[src/logic/adc_ctl_pkg.sv]
// Register map, field layout and timing constants of the converter control block.
`default_nettype none
package adc_ctl_pkg;

	// Register offsets (byte addresses).
	localparam logic [6:0] OFF_VERSION_IDENT   = 7'h00;
	localparam logic [6:0] OFF_CONVERTER_CONFIG = 7'h04;
	localparam logic [6:0] OFF_CONVERTER_CONTROL = 7'h08;
	localparam logic [6:0] OFF_CLOCK_OUTPUT_CONTROL = 7'h0c;
	localparam logic [6:0] OFF_AMPLIFIER_CONFIG = 7'h10;
	localparam logic [6:0] OFF_INPUT_SWITCH_SELECT = 7'h14;
	localparam logic [6:0] OFF_DECIMATOR_CONFIG = 7'h18;
	localparam logic [6:0] OFF_DOWNSAMPLER_CONFIG = 7'h1c;
	localparam logic [6:0] OFF_SEQUENCE_SLOTS_LOW = 7'h20;
	localparam logic [6:0] OFF_SEQUENCE_SLOTS_HIGH = 7'h24;
	localparam logic [6:0] OFF_CALIBRATION_SET_ONE = 7'h28;
	localparam logic [6:0] OFF_CALIBRATION_SET_TWO = 7'h2c;
	localparam logic [6:0] OFF_CALIBRATION_SET_THREE = 7'h30;
	localparam logic [6:0] OFF_CALIBRATION_SET_FOUR = 7'h34;
	localparam logic [6:0] OFF_CALIBRATION_SELECTOR = 7'h38;
	localparam logic [6:0] OFF_GUARD_THRESHOLDS = 7'h3c;
	localparam logic [6:0] OFF_GUARD_CHANNEL_SELECT = 7'h40;
	localparam logic [6:0] OFF_DOWNSAMPLER_RESULT = 7'h44;
	localparam logic [6:0] OFF_DECIMATOR_RESULT = 7'h48;
	localparam logic [6:0] OFF_INTERRUPT_FLAGS = 7'h4c;
	localparam logic [6:0] OFF_INTERRUPT_MASK = 7'h50;
	localparam logic [6:0] OFF_STARTUP_DELAY_TIMERS = 7'h54;
	localparam int         NUM_REGS = 22;

	// Arbitrary identification value.
	localparam logic [31:0] VERSION_IDENT_VALUE = 32'h0000_0001;

	// Interrupt bit positions.
	localparam int BIT_FILTER_SATURATION = 7;
	localparam int BIT_FILTER_OVERRUN = 6;
	localparam int BIT_DOWNSAMPLER_OVERRUN = 5;
	localparam int BIT_GUARD_EVENT = 4;
	localparam int BIT_SEQUENCE_DONE = 3;
	localparam int BIT_FILTER_DONE = 2;
	localparam int BIT_DOWNSAMPLER_DONE = 1;
	localparam logic [7:0] IRQ_IMPL_MASK = 8'hfe;
	localparam logic [7:0] IRQ_MASK_RESET = 8'h00;

	// Timer configuration fields.
	localparam int TMR_STEP_SEL_BIT = 16;
	localparam int TMR_BIAS_LSB = 8;
	localparam int TMR_SETTLE_LSB = 0;
	localparam logic [16:0] STARTUP_DELAY_TIMERS_RESET = 17'h09628;
	localparam logic [16:0] STARTUP_DELAY_TIMERS_IMPL_MASK = 17'h1ffff;
	localparam logic [6:0]  OFF_REGULATOR_CTRL_BIT = 7'h10;

	// Timing: the step clock is 32 MHz; the short step is 128 of its cycles (4 us).
	localparam int  STEP_CLOCK_KHZ = 32000;
	localparam int  STEP_CLOCK_CYCLES = 128;
	localparam int  LONG_STEP_MULT = 1024;
	localparam int  MCLK_KHZ = 10000;
	localparam int  SHORT_STEP_NS = (STEP_CLOCK_CYCLES * 1000000) / STEP_CLOCK_KHZ;
	localparam int  SHORT_STEP_CYCLES = (SHORT_STEP_NS * MCLK_KHZ) / 1000000;

endpackage : adc_ctl_pkg
`default_nettype wire

[src/logic/step_delay_timer.sv]
// Down-counting delay timer measured in whole steps of a programmable length.
`timescale 1ns/10ps
`default_nettype none
module step_delay_timer #(
	parameter int STEP_W = 16
) (
	// Clock and reset.
	input  wire logic              mclk,
	input  wire logic              reset,
	// Control.
	input  wire logic              start,
	input  wire logic              abort,
	input  wire logic [STEP_W-1:0] step_cycles,
	input  wire logic [7:0]        steps,
	// Status.
	output logic                   busy
);
	typedef struct packed {
		logic              busy;
		logic [7:0]        steps_left;
		logic [STEP_W-1:0] cyc;
	} tmr_s;

	tmr_s st_r;
	tmr_s st_nxt;

	// The step length is sampled every step so a change applies from the next step on.
	always_comb begin
		st_nxt = st_r;
		if (abort) begin
			st_nxt.busy = 1'b0;
		end else if (start) begin
			st_nxt.busy = (steps != 8'h00);
			st_nxt.steps_left = steps;
			st_nxt.cyc = step_cycles - STEP_W'(1);
		end else if (st_r.busy) begin
			if (st_r.cyc != '0) begin
				st_nxt.cyc = st_r.cyc - STEP_W'(1);
			end else if (st_r.steps_left == 8'h01) begin
				st_nxt.busy = 1'b0;
				st_nxt.steps_left = 8'h00;
			end else begin
				st_nxt.steps_left = st_r.steps_left - 8'h01;
				st_nxt.cyc = step_cycles - STEP_W'(1);
			end
		end
	end

	always_ff @(posedge mclk or posedge reset) begin
		if (reset) begin
			st_r <= '0;
		end else begin
			st_r <= st_nxt;
		end
	end

	assign busy = st_r.busy;
endmodule : step_delay_timer
`default_nettype wire

[src/logic/adc_irq_timers.sv]
// Converter interrupt flags, mask and start-up delay timers behind an Avalon-MM slave.
//
// The implementer's own choice: the Avalon-MM interface to the registers.
`timescale 1ns/10ps
`default_nettype none
// Functional notes
// [RULE1] Mask bit 7 gates the filter-saturation interrupt.
// [RULE2] Mask bit 6 gates the filter-overrun interrupt.
// [RULE3] Mask bit 5 gates the down-sampler overrun interrupt.
// [RULE4] Mask bit 4 gates the guard (watchdog) interrupt.
// [RULE5] Mask bit 3 gates the sequence-done interrupt.
// [RULE6] Mask bit 2 gates the filter-done interrupt.
// [RULE7] Mask bit 1 gates the down-sampler-done interrupt.
// [RULE8] Software writes mask bits 31 to 8 as zero.
// [RULE9] Timer bit 16 picks a 4 us or 4.096 ms precharge step.
// [RULE10] Short step is 128 cycles at 32 MHz; long step is 1024 times that.
// [RULE11] Precharge pulse starts at amplifier enable rise, lasts field bits 15:8 steps.
// [RULE12] Precharge field resets to 150; 255 is the largest count.
// [RULE13] Regulator settle wait of bits 7:0 times 4 us precedes converter on.
// [RULE14] Regulator settle field resets to 40.
// [RULE15] Software keeps timer bits 31 to 17 at zero.
// [RULE16] Status flags set by events, cleared only by writing one.
// [RULE17] Interrupt output is high while any enabled flag is set.
module adc_irq_timers #(
	parameter int SHORT_STEP = adc_ctl_pkg::SHORT_STEP_CYCLES,
	parameter int LONG_STEP  = adc_ctl_pkg::SHORT_STEP_CYCLES * adc_ctl_pkg::LONG_STEP_MULT
) (
	// Clock and reset.
	input  wire logic        mclk,
	input  wire logic        reset,
	// Avalon-MM slave.
	input  wire logic [6:0]  avs_address,
	input  wire logic        avs_read,
	input  wire logic        avs_write,
	input  wire logic [31:0] avs_writedata,
	input  wire logic [3:0]  avs_byteenable,
	output logic [31:0]      avs_readdata,
	output logic             avs_waitrequest,
	// Event pulses from the conversion datapath (same clock).
	input  wire logic [7:0]  event_pulse,
	// Power sequencing pins.
	input  wire logic        amplifier_enable_signal,
	input  wire logic        converter_regulator,
	output logic             bias_precharge,
	output logic             converter_on,
	// Interrupt.
	output logic             irq
);
	localparam int STEP_W = 24;

	typedef struct packed {
		logic        ack;
		logic [31:0] rdata;
		logic [7:0]  flags;
		logic [7:0]  mask;
		logic [16:0] tconf;
		logic        irq;
		logic        amp_s1;
		logic        amp_s2;
		logic        amp_prev;
		logic        reg_s1;
		logic        reg_s2;
		logic        reg_prev;
		logic        prech;
		logic        conv_on;
	} ctl_s;

	ctl_s st_r;
	ctl_s st_nxt;

	logic             prech_busy;
	logic             settle_busy;
	logic             amp_rise;
	logic             reg_rise;
	logic [STEP_W-1:0] prech_step;

	function automatic logic [31:0] be_mask(input logic [3:0] be);
		be_mask = {{8{be[3]}}, {8{be[2]}}, {8{be[1]}}, {8{be[0]}}};
	endfunction : be_mask

	assign amp_rise = st_r.amp_s2 && !st_r.amp_prev; // [RULE11]
	assign reg_rise = st_r.reg_s2 && !st_r.reg_prev; // [RULE13]

	// The long step is a multiple of the short one, so both come from the same counter.
	assign prech_step = st_r.tconf[adc_ctl_pkg::TMR_STEP_SEL_BIT] ?
	                    STEP_W'(LONG_STEP) : STEP_W'(SHORT_STEP); // [RULE9] [RULE10]

	step_delay_timer #(.STEP_W(STEP_W)) u_prech (
		.mclk        (mclk),
		.reset       (reset),
		.start       (amp_rise),
		.abort       (!st_r.amp_s2),
		.step_cycles (prech_step),
		.steps       (st_r.tconf[adc_ctl_pkg::TMR_BIAS_LSB +: 8]),
		.busy        (prech_busy)
	);

	step_delay_timer #(.STEP_W(STEP_W)) u_settle (
		.mclk        (mclk),
		.reset       (reset),
		.start       (reg_rise),
		.abort       (!st_r.reg_s2),
		.step_cycles (STEP_W'(SHORT_STEP)),
		.steps       (st_r.tconf[adc_ctl_pkg::TMR_SETTLE_LSB +: 8]),
		.busy        (settle_busy)
	);

	always_comb begin
		logic [31:0] wm;
		logic [31:0] wd;
		logic [7:0]  clr;
		wm = be_mask(avs_byteenable);
		wd = avs_writedata & wm;
		clr = 8'h00;
		st_nxt = st_r;
		st_nxt.amp_s1 = amplifier_enable_signal;
		st_nxt.amp_s2 = st_r.amp_s1;
		st_nxt.amp_prev = st_r.amp_s2;
		st_nxt.reg_s1 = converter_regulator;
		st_nxt.reg_s2 = st_r.reg_s1;
		st_nxt.reg_prev = st_r.reg_s2;
		// One wait cycle per access: ack rises the cycle after a request and drops after.
		st_nxt.ack = (avs_read || avs_write) && !st_r.ack;
		// A write lands only at the edge where the master sees waitrequest low.
		if (avs_write && st_r.ack) begin
			case (avs_address)
				adc_ctl_pkg::OFF_INTERRUPT_FLAGS: begin
					clr = wd[7:0] & adc_ctl_pkg::IRQ_IMPL_MASK; // [RULE16]
				end
				adc_ctl_pkg::OFF_INTERRUPT_MASK: begin
					st_nxt.mask = ((st_r.mask & ~wm[7:0]) | wd[7:0])
					              & adc_ctl_pkg::IRQ_IMPL_MASK; // [RULE8]
				end
				adc_ctl_pkg::OFF_STARTUP_DELAY_TIMERS: begin
					st_nxt.tconf = ((st_r.tconf & ~wm[16:0]) | wd[16:0])
					               & adc_ctl_pkg::STARTUP_DELAY_TIMERS_IMPL_MASK; // [RULE15]
				end
				default: begin
				end
			endcase
		end
		// A new event in the clearing cycle keeps its flag set.
		st_nxt.flags = ((st_r.flags & ~clr) | event_pulse)
		               & adc_ctl_pkg::IRQ_IMPL_MASK; // [RULE16]
		st_nxt.rdata = 32'h0000_0000;
		if (avs_read && !st_r.ack) begin
			case (avs_address)
				adc_ctl_pkg::OFF_VERSION_IDENT: st_nxt.rdata = adc_ctl_pkg::VERSION_IDENT_VALUE;
				adc_ctl_pkg::OFF_INTERRUPT_FLAGS: st_nxt.rdata = {24'h0, st_r.flags};
				adc_ctl_pkg::OFF_INTERRUPT_MASK: st_nxt.rdata = {24'h0, st_r.mask};
				adc_ctl_pkg::OFF_STARTUP_DELAY_TIMERS: st_nxt.rdata = {15'h0, st_r.tconf};
				default: st_nxt.rdata = 32'h0000_0000;
			endcase
		end
		// Each enable bit gates exactly its own flag.
		st_nxt.irq = |(st_r.flags & st_r.mask); // [RULE1] [RULE2] [RULE3] [RULE4] [RULE5] [RULE6] [RULE7] [RULE17]
		st_nxt.prech = prech_busy; // [RULE11]
		st_nxt.conv_on = st_r.reg_s2 && !settle_busy && !reg_rise; // [RULE13]
	end

	always_ff @(posedge mclk or posedge reset) begin
		if (reset) begin
			st_r <= '0;
			st_r.mask <= adc_ctl_pkg::IRQ_MASK_RESET;
			st_r.tconf <= adc_ctl_pkg::STARTUP_DELAY_TIMERS_RESET; // [RULE12] [RULE14]
		end else begin
			st_r <= st_nxt;
		end
	end

	assign avs_readdata = st_r.rdata;
	assign avs_waitrequest = !st_r.ack;
	assign irq = st_r.irq;
	assign bias_precharge = st_r.prech;
	assign converter_on = st_r.conv_on;

	// Checks.
	property p_irq_follows;
		@(posedge mclk) disable iff (reset)
		1'b1 |=> (irq == $past(|(st_r.flags & st_r.mask)));
	endproperty
	a_irq_follows: assert property (p_irq_follows) else $error("irq mismatch"); // [RULE17]

	property p_flag_set;
		@(posedge mclk) disable iff (reset)
		event_pulse[adc_ctl_pkg::BIT_GUARD_EVENT] |=> st_r.flags[adc_ctl_pkg::BIT_GUARD_EVENT];
	endproperty
	a_flag_set: assert property (p_flag_set) else $error("event lost"); // [RULE16]

	property p_flag_sticky;
		@(posedge mclk) disable iff (reset)
		(st_r.flags[adc_ctl_pkg::BIT_SEQUENCE_DONE] && !(avs_write && st_r.ack &&
		 avs_address == adc_ctl_pkg::OFF_INTERRUPT_FLAGS))
		|=> st_r.flags[adc_ctl_pkg::BIT_SEQUENCE_DONE];
	endproperty
	a_flag_sticky: assert property (p_flag_sticky) else $error("flag dropped"); // [RULE16]

	property p_masked_quiet;
		@(posedge mclk) disable iff (reset)
		(st_r.mask == 8'h00) |=> !irq;
	endproperty
	a_masked_quiet: assert property (p_masked_quiet) else $error("irq while masked"); // [RULE1]

	property p_prech_start;
		@(posedge mclk) disable iff (reset)
		(amp_rise && st_r.tconf[15:8] != 8'h00) |=> ##1 bias_precharge;
	endproperty
	a_prech_start: assert property (p_prech_start) else $error("no precharge"); // [RULE11]

	property p_wait_one;
		@(posedge mclk) disable iff (reset)
		(avs_read || avs_write) && avs_waitrequest |=> !avs_waitrequest;
	endproperty
	a_wait_one: assert property (p_wait_one) else $error("no answer");

	property p_settle_hold;
		@(posedge mclk) disable iff (reset)
		reg_rise && st_r.tconf[7:0] != 8'h00 |=> !converter_on [*3];
	endproperty
	a_settle_hold: assert property (p_settle_hold) else $error("converter on early"); // [RULE13]

	property p_reset_tconf;
		@(posedge mclk) disable iff (reset)
		$fell(reset) |-> st_r.tconf == adc_ctl_pkg::STARTUP_DELAY_TIMERS_RESET;
	endproperty
	a_reset_tconf: assert property (p_reset_tconf) else $error("timer reset value"); // [RULE12]

	// Gating, bit by bit: with only one flag set, irq follows that flag's own enable.
	property p_gate_sat;
		@(posedge mclk) disable iff (reset)
		(st_r.flags == (8'h01 << adc_ctl_pkg::BIT_FILTER_SATURATION))
		|=> (irq == $past(st_r.mask[adc_ctl_pkg::BIT_FILTER_SATURATION]));
	endproperty
	a_gate_sat: assert property (p_gate_sat) else $error("saturation gate"); // [RULE1]

	property p_gate_f_ovr;
		@(posedge mclk) disable iff (reset)
		(st_r.flags == (8'h01 << adc_ctl_pkg::BIT_FILTER_OVERRUN))
		|=> (irq == $past(st_r.mask[adc_ctl_pkg::BIT_FILTER_OVERRUN]));
	endproperty
	a_gate_f_ovr: assert property (p_gate_f_ovr) else $error("filter overrun gate"); // [RULE2]

	property p_gate_ds_ovr;
		@(posedge mclk) disable iff (reset)
		(st_r.flags == (8'h01 << adc_ctl_pkg::BIT_DOWNSAMPLER_OVERRUN))
		|=> (irq == $past(st_r.mask[adc_ctl_pkg::BIT_DOWNSAMPLER_OVERRUN]));
	endproperty
	a_gate_ds_ovr: assert property (p_gate_ds_ovr) else $error("sampler overrun gate"); // [RULE3]

	property p_gate_guard;
		@(posedge mclk) disable iff (reset)
		(st_r.flags == (8'h01 << adc_ctl_pkg::BIT_GUARD_EVENT))
		|=> (irq == $past(st_r.mask[adc_ctl_pkg::BIT_GUARD_EVENT]));
	endproperty
	a_gate_guard: assert property (p_gate_guard) else $error("guard gate"); // [RULE4]

	property p_gate_seq;
		@(posedge mclk) disable iff (reset)
		(st_r.flags == (8'h01 << adc_ctl_pkg::BIT_SEQUENCE_DONE))
		|=> (irq == $past(st_r.mask[adc_ctl_pkg::BIT_SEQUENCE_DONE]));
	endproperty
	a_gate_seq: assert property (p_gate_seq) else $error("sequence gate"); // [RULE5]

	property p_gate_f_done;
		@(posedge mclk) disable iff (reset)
		(st_r.flags == (8'h01 << adc_ctl_pkg::BIT_FILTER_DONE))
		|=> (irq == $past(st_r.mask[adc_ctl_pkg::BIT_FILTER_DONE]));
	endproperty
	a_gate_f_done: assert property (p_gate_f_done) else $error("filter done gate"); // [RULE6]

	property p_gate_ds_done;
		@(posedge mclk) disable iff (reset)
		(st_r.flags == (8'h01 << adc_ctl_pkg::BIT_DOWNSAMPLER_DONE))
		|=> (irq == $past(st_r.mask[adc_ctl_pkg::BIT_DOWNSAMPLER_DONE]));
	endproperty
	a_gate_ds_done: assert property (p_gate_ds_done) else $error("sampler done gate"); // [RULE7]

	property p_clear_zero;
		@(posedge mclk) disable iff (reset)
		(avs_write && st_r.ack && avs_address == adc_ctl_pkg::OFF_INTERRUPT_FLAGS &&
		 avs_writedata[7:0] == 8'h00)
		|=> ((st_r.flags & $past(st_r.flags)) == $past(st_r.flags));
	endproperty
	a_clear_zero: assert property (p_clear_zero) else $error("zero write cleared a flag"); // [RULE16]

	property p_flag_clear;
		@(posedge mclk) disable iff (reset)
		(avs_write && st_r.ack && avs_address == adc_ctl_pkg::OFF_INTERRUPT_FLAGS &&
		 avs_byteenable[0])
		|=> ((st_r.flags & $past(avs_writedata[7:0] & ~event_pulse)) == 8'h00);
	endproperty
	a_flag_clear: assert property (p_flag_clear) else $error("flag not cleared"); // [RULE16]

	property p_irq_low;
		@(posedge mclk) disable iff (reset)
		((st_r.flags & st_r.mask) == 8'h00) |=> !irq;
	endproperty
	a_irq_low: assert property (p_irq_low) else $error("irq without enabled flag"); // [RULE17]

	property p_mask_write;
		@(posedge mclk) disable iff (reset)
		(avs_write && st_r.ack && avs_address == adc_ctl_pkg::OFF_INTERRUPT_MASK && avs_byteenable[0])
		|=> (st_r.mask == ($past(avs_writedata[7:0]) & adc_ctl_pkg::IRQ_IMPL_MASK));
	endproperty
	a_mask_write: assert property (p_mask_write) else $error("mask write lost"); // [RULE1]

	property p_tconf_write;
		@(posedge mclk) disable iff (reset)
		(avs_write && st_r.ack && avs_address == adc_ctl_pkg::OFF_STARTUP_DELAY_TIMERS &&
		 avs_byteenable[2:0] == 3'h7)
		|=> (st_r.tconf == $past(avs_writedata[16:0]));
	endproperty
	a_tconf_write: assert property (p_tconf_write) else $error("timer write lost"); // [RULE9]

	property p_prech_abort;
		@(posedge mclk) disable iff (reset)
		!st_r.amp_s2 |=> ##1 !bias_precharge;
	endproperty
	a_prech_abort: assert property (p_prech_abort) else $error("precharge without enable"); // [RULE11]

	property p_conv_low;
		@(posedge mclk) disable iff (reset)
		!st_r.reg_s2 |=> !converter_on;
	endproperty
	a_conv_low: assert property (p_conv_low) else $error("converter on without regulator"); // [RULE13]

	property p_settle_start;
		@(posedge mclk) disable iff (reset)
		reg_rise |=> !converter_on;
	endproperty
	a_settle_start: assert property (p_settle_start) else $error("converter on at rise"); // [RULE13]

	property p_one_answer;
		@(posedge mclk) disable iff (reset)
		!avs_waitrequest |=> avs_waitrequest;
	endproperty
	a_one_answer: assert property (p_one_answer) else $error("answer held too long");

	property p_ack_req;
		@(posedge mclk) disable iff (reset)
		(!(avs_read || avs_write) && avs_waitrequest) |=> avs_waitrequest;
	endproperty
	a_ack_req: assert property (p_ack_req) else $error("answer without request");

	property p_read_idle;
		@(posedge mclk) disable iff (reset)
		avs_waitrequest |-> (avs_readdata == 32'h0000_0000);
	endproperty
	a_read_idle: assert property (p_read_idle) else $error("read data outside answer");

	c_irq: cover property (@(posedge mclk) disable iff (reset) $rose(irq));
	c_prech: cover property (@(posedge mclk) disable iff (reset) $fell(bias_precharge));
	c_conv: cover property (@(posedge mclk) disable iff (reset) $rose(converter_on));
	c_irq_off: cover property (@(posedge mclk) disable iff (reset) $fell(irq));
	c_conv_off: cover property (@(posedge mclk) disable iff (reset) $fell(converter_on));
endmodule : adc_irq_timers
`default_nettype wire

[config.mk]
export PLATFORM = sky130hd
export DESIGN_NAME = adc_irq_timers
export DESIGN_NICKNAME = d
export VERILOG_FILES = /design/src/logic/adc_ctl_pkg.sv /design/src/logic/step_delay_timer.sv /design/src/logic/adc_irq_timers.sv
export SDC_FILE = /design/constraint.sdc
export NUM_CORES = 1
export LEC_CHECK = 0
export BUFFER_PORTS_ARGS = -buffer_cell sky130_fd_sc_hd__buf_2
export CAP_MARGIN = 30
export CORE_MARGIN = 5
export CORE_UTILIZATION = 32
export DETAILED_ROUTE_END_ITERATION = 10
export MAX_ROUTING_LAYER = met4
export PLACE_DENSITY = 0.53
export REMOVE_ABC_BUFFERS = 1
export SETUP_SLACK_MARGIN = 0.4
export SKIP_CTS_REPAIR_TIMING = 1
export SYNTH_ARGS = -nofsm -noshare
export SYNTH_HDL_FRONTEND = slang
export SYNTH_SLANG_ARGS = --single-unit
[constraint.sdc]
create_clock -name mclk -period 5.7 [get_ports mclk]
set_input_delay 0.57 -clock mclk [delete_from_list [all_inputs] [get_ports mclk]]
set_output_delay 0.57 -clock mclk [all_outputs]
set_load 0.1 [all_outputs]
==> results_dict.tcl <==
set metrics [dict create \
    syn_avg_cell_area_um2 9.96 \
    synth_area_leaders "dfrtp_1 46%, mux2_2 4.9%, nor2_1 4.4%, buf_4 3.9%, xnor2_1 2.9%" \
    syn_area_um2 6420 \
    row_count 51 \
    clock.fmax_mhz 314 \
    core_um2 19600 \
    avgViaCountPerCell 5.14 \
    power_density_nw_per_um2 330 \
    holdPathEnd "st_nxt[6]" \
    worstSkewPairLatency_ns 0.42 \
    ctsHtreeMaxLevel 4 \
    status "completed" \
    synth_enable_flop_cells 0 \
    cts_root_buffer "clkbuf_16" \
    synthArstFlopShare 1.00 \
    leakage_uw 0.00329 \
    layout.nets 756 \
    hpwlAfterDp_um 10600 \
    overflow 0 \
    drtAntennaViolNets 0 \
    max-cap-violations 0 \
    critical-path-slowest-cell "or4_1" \
    grtUsageTotal 0.144 \
    cts_buffer_depth 2 \
    ys.warnings.count 0 \
    initialDrtViolationCount 376 \
    synth.top_cell.area_share 0.460 \
    reg2reg_to "u_prech.st_r[28]" \
    grt_pass1_vias 5148 \
    slew_viol_final 0 \
    avgRoutedWirePerCell_um 15.7 \
    finalPower_uw 2460 \
    gp_congestion 0.833 \
    regToRegStartpoint "u_prech.st_r[0]" \
    ys_seq_area_frac 0.484 \
    crit_path_max_fanout 11 \
    finalWirelength_um 15300 \
    port_buffers 60 \
    crit_type "reg2reg" \
    critPathRequiredTime_ns 6.02 \
    syn-instance-count 645 \
    synth_seq_cells 124 \
    synthFlopType "dfrtp_1" \
    whs_ns 0.259 \
    grt_max_degree 69 \
    antenna_found_initial 0 \
    rsz0062_at_grt "no" \
    end_kind "flop" \
    r2r_cells 7 \
    firstDrtPassIters 5 \
    place_area_um2 6810 \
    regToRegSetupSlack_ns 2.51 \
    die_area_um2 23000 \
    crit_chain "inv_1, ha_1, or4b_4, nor4_1, nand4b_1, or4_1, o31ai_1" \
    fin_ws_ns 2.51 \
    max_stage_delay_ns 0.69 \
    clock_skew_ns 0.00884 \
    clk_pin_slew_ns 0.06 \
    worstPathArrival_ns 3.51 \
    drive_above_1_share 0.210 \
    die_x_um 152 \
    cts_tree "yes" \
    synth.largest_area_cell "dfrtp_1" \
    mostFrequentLayoutCells "118 x dfrtp_1, 75 x nor2_1, 60 x buf_2" \
    holdPathStages 1 \
    fin_crit_ns 3.19 \
    setup_violations 0 \
    cts.sinks 124 \
    synthDistinctLibCells 63 \
    diodes 0 \
    layout_commonest_cell "dfrtp_1" \
    fp.dieH_um 152 \
    syn2layout_area_growth_pct 15.9 \
    hold_class "in2reg" \
    start_util 0.328 \
    io_pins 93 \
    grt_pass1_wl_um 25800 \
    hold_viol 0 \
    slew_headroom 0.385 \
    tightest_slew_ns 0.920 \
    cp-start-kind "flop" \
    num_vias 4994 \
    numCtsBuffers 17 \
    design_area_um2 7440 \
    tns_ns 0 \
    ir_drop_mv 0.191 \
    drc_errors 0 \
    finalCritPeriodShare 0.560 \
    pre_cts_ws_ns 2.51 \
    worstHoldStart "amplifier_enable_signal" \
]
## how the worst max path moves through the flow
stage / startpoint / endpoint / slack (ns) / cells past startpoint
final: u_prech.st_r[0] / u_prech.st_r[28] / 2.51 / 7
after global routing: u_prech.st_r[0] / u_prech.st_r[22] / 2.32 / 7
after CTS: u_prech.st_r[0] / u_prech.st_r[23] / 2.48 / 7
after detailed placement: u_prech.st_r[0] / u_prech.st_r[28] / 2.51 / 7
after global placement: u_prech.st_r[0] / u_prech.st_r[26] / 2.61 / 8
after floorplan: reset / asynchronous set/reset pin / 1.84 / 1
## cell families after synthesis
group | count (synthesis) | share of synthesized area
and+or+nand+nor | 268 | 0.227
xor gates and xnor gates | 26 | 0.0355
AOI/OAI and AO/OA | 118 | 0.120
muxes | 34 | 0.0592
other | 1 | 0.000584
adders and majority gates | 6 | 0.0117
buffers and inverters | 68 | 0.0616
DFF | 124 | 0.484
## per-layer routing
layer	vias to the layer above	wire, um	track usage
met2	107	7580	0.234
met3	12	588	0.0348
li1	2392	-	-
met1	2483	6950	0.180
met4	0	135	0.0386
met5	-	0	-
## power by group
group          internal [uW]  total [uW]  switching (uW)
Clock                    708        1130             423
Sequential               934         989            55.4
Combinational            106         336             230
## synth_stat cells (9+ instances only)
| library cell | count |
|---|---|
| dfrtp_1 | 118 |
| nor2_1 | 75 |
| nand2_1 | 41 |
| buf_4 | 33 |
| mux2_2 | 28 |
| nor4_1 | 25 |
| a21oi_1 | 23 |
| nor3_1 | 23 |
| xnor2_1 | 21 |
| o21ai_0 | 19 |
| inv_1 | 18 |
| nand3_1 | 17 |
| a22oi_1 | 16 |
| or4_1 | 13 |
| and2_1 | 12 |
| clkbuf_1 | 12 |
| o21ai_1 | 12 |
| nand4_1 | 10 |
| or3_1 | 10 |
| a21o_1 | 9 |
## through the flow
| stage | util | std cells |
|---|---|---|
| after global placement | 0.348 | 938 |
| final | 0.380 | 971 |
| after CTS | 0.379 | 970 |
| after floorplan | - | 609 |
| after detailed placement | 0.348 | 938 |
| after global routing | 0.380 | 971 |
## final cells by class
cell class / instances / area, um^2
clock buffers: 18 / 439
clock inverters: 14 / 183
fillers: 1952 / 12200
inverters: 18 / 70.1
multi-input cells: 467 / 2970
flip-flops and latches: 124 / 3110
well taps: 265 / 332
repair buffers: 65 / 338
## worst max-delay path: cells and delay by family, from the launching register on
kind,cells,cell delay [ns]
adders and majority gates,1,0.23
buffers and inverters,1,0.07
and+or+nand+nor,4,2.15
AOI/OAI and AO/OA,1,0.23
DFF,1,0.41
No activity file was read; power rests on OpenSTA's default activity.
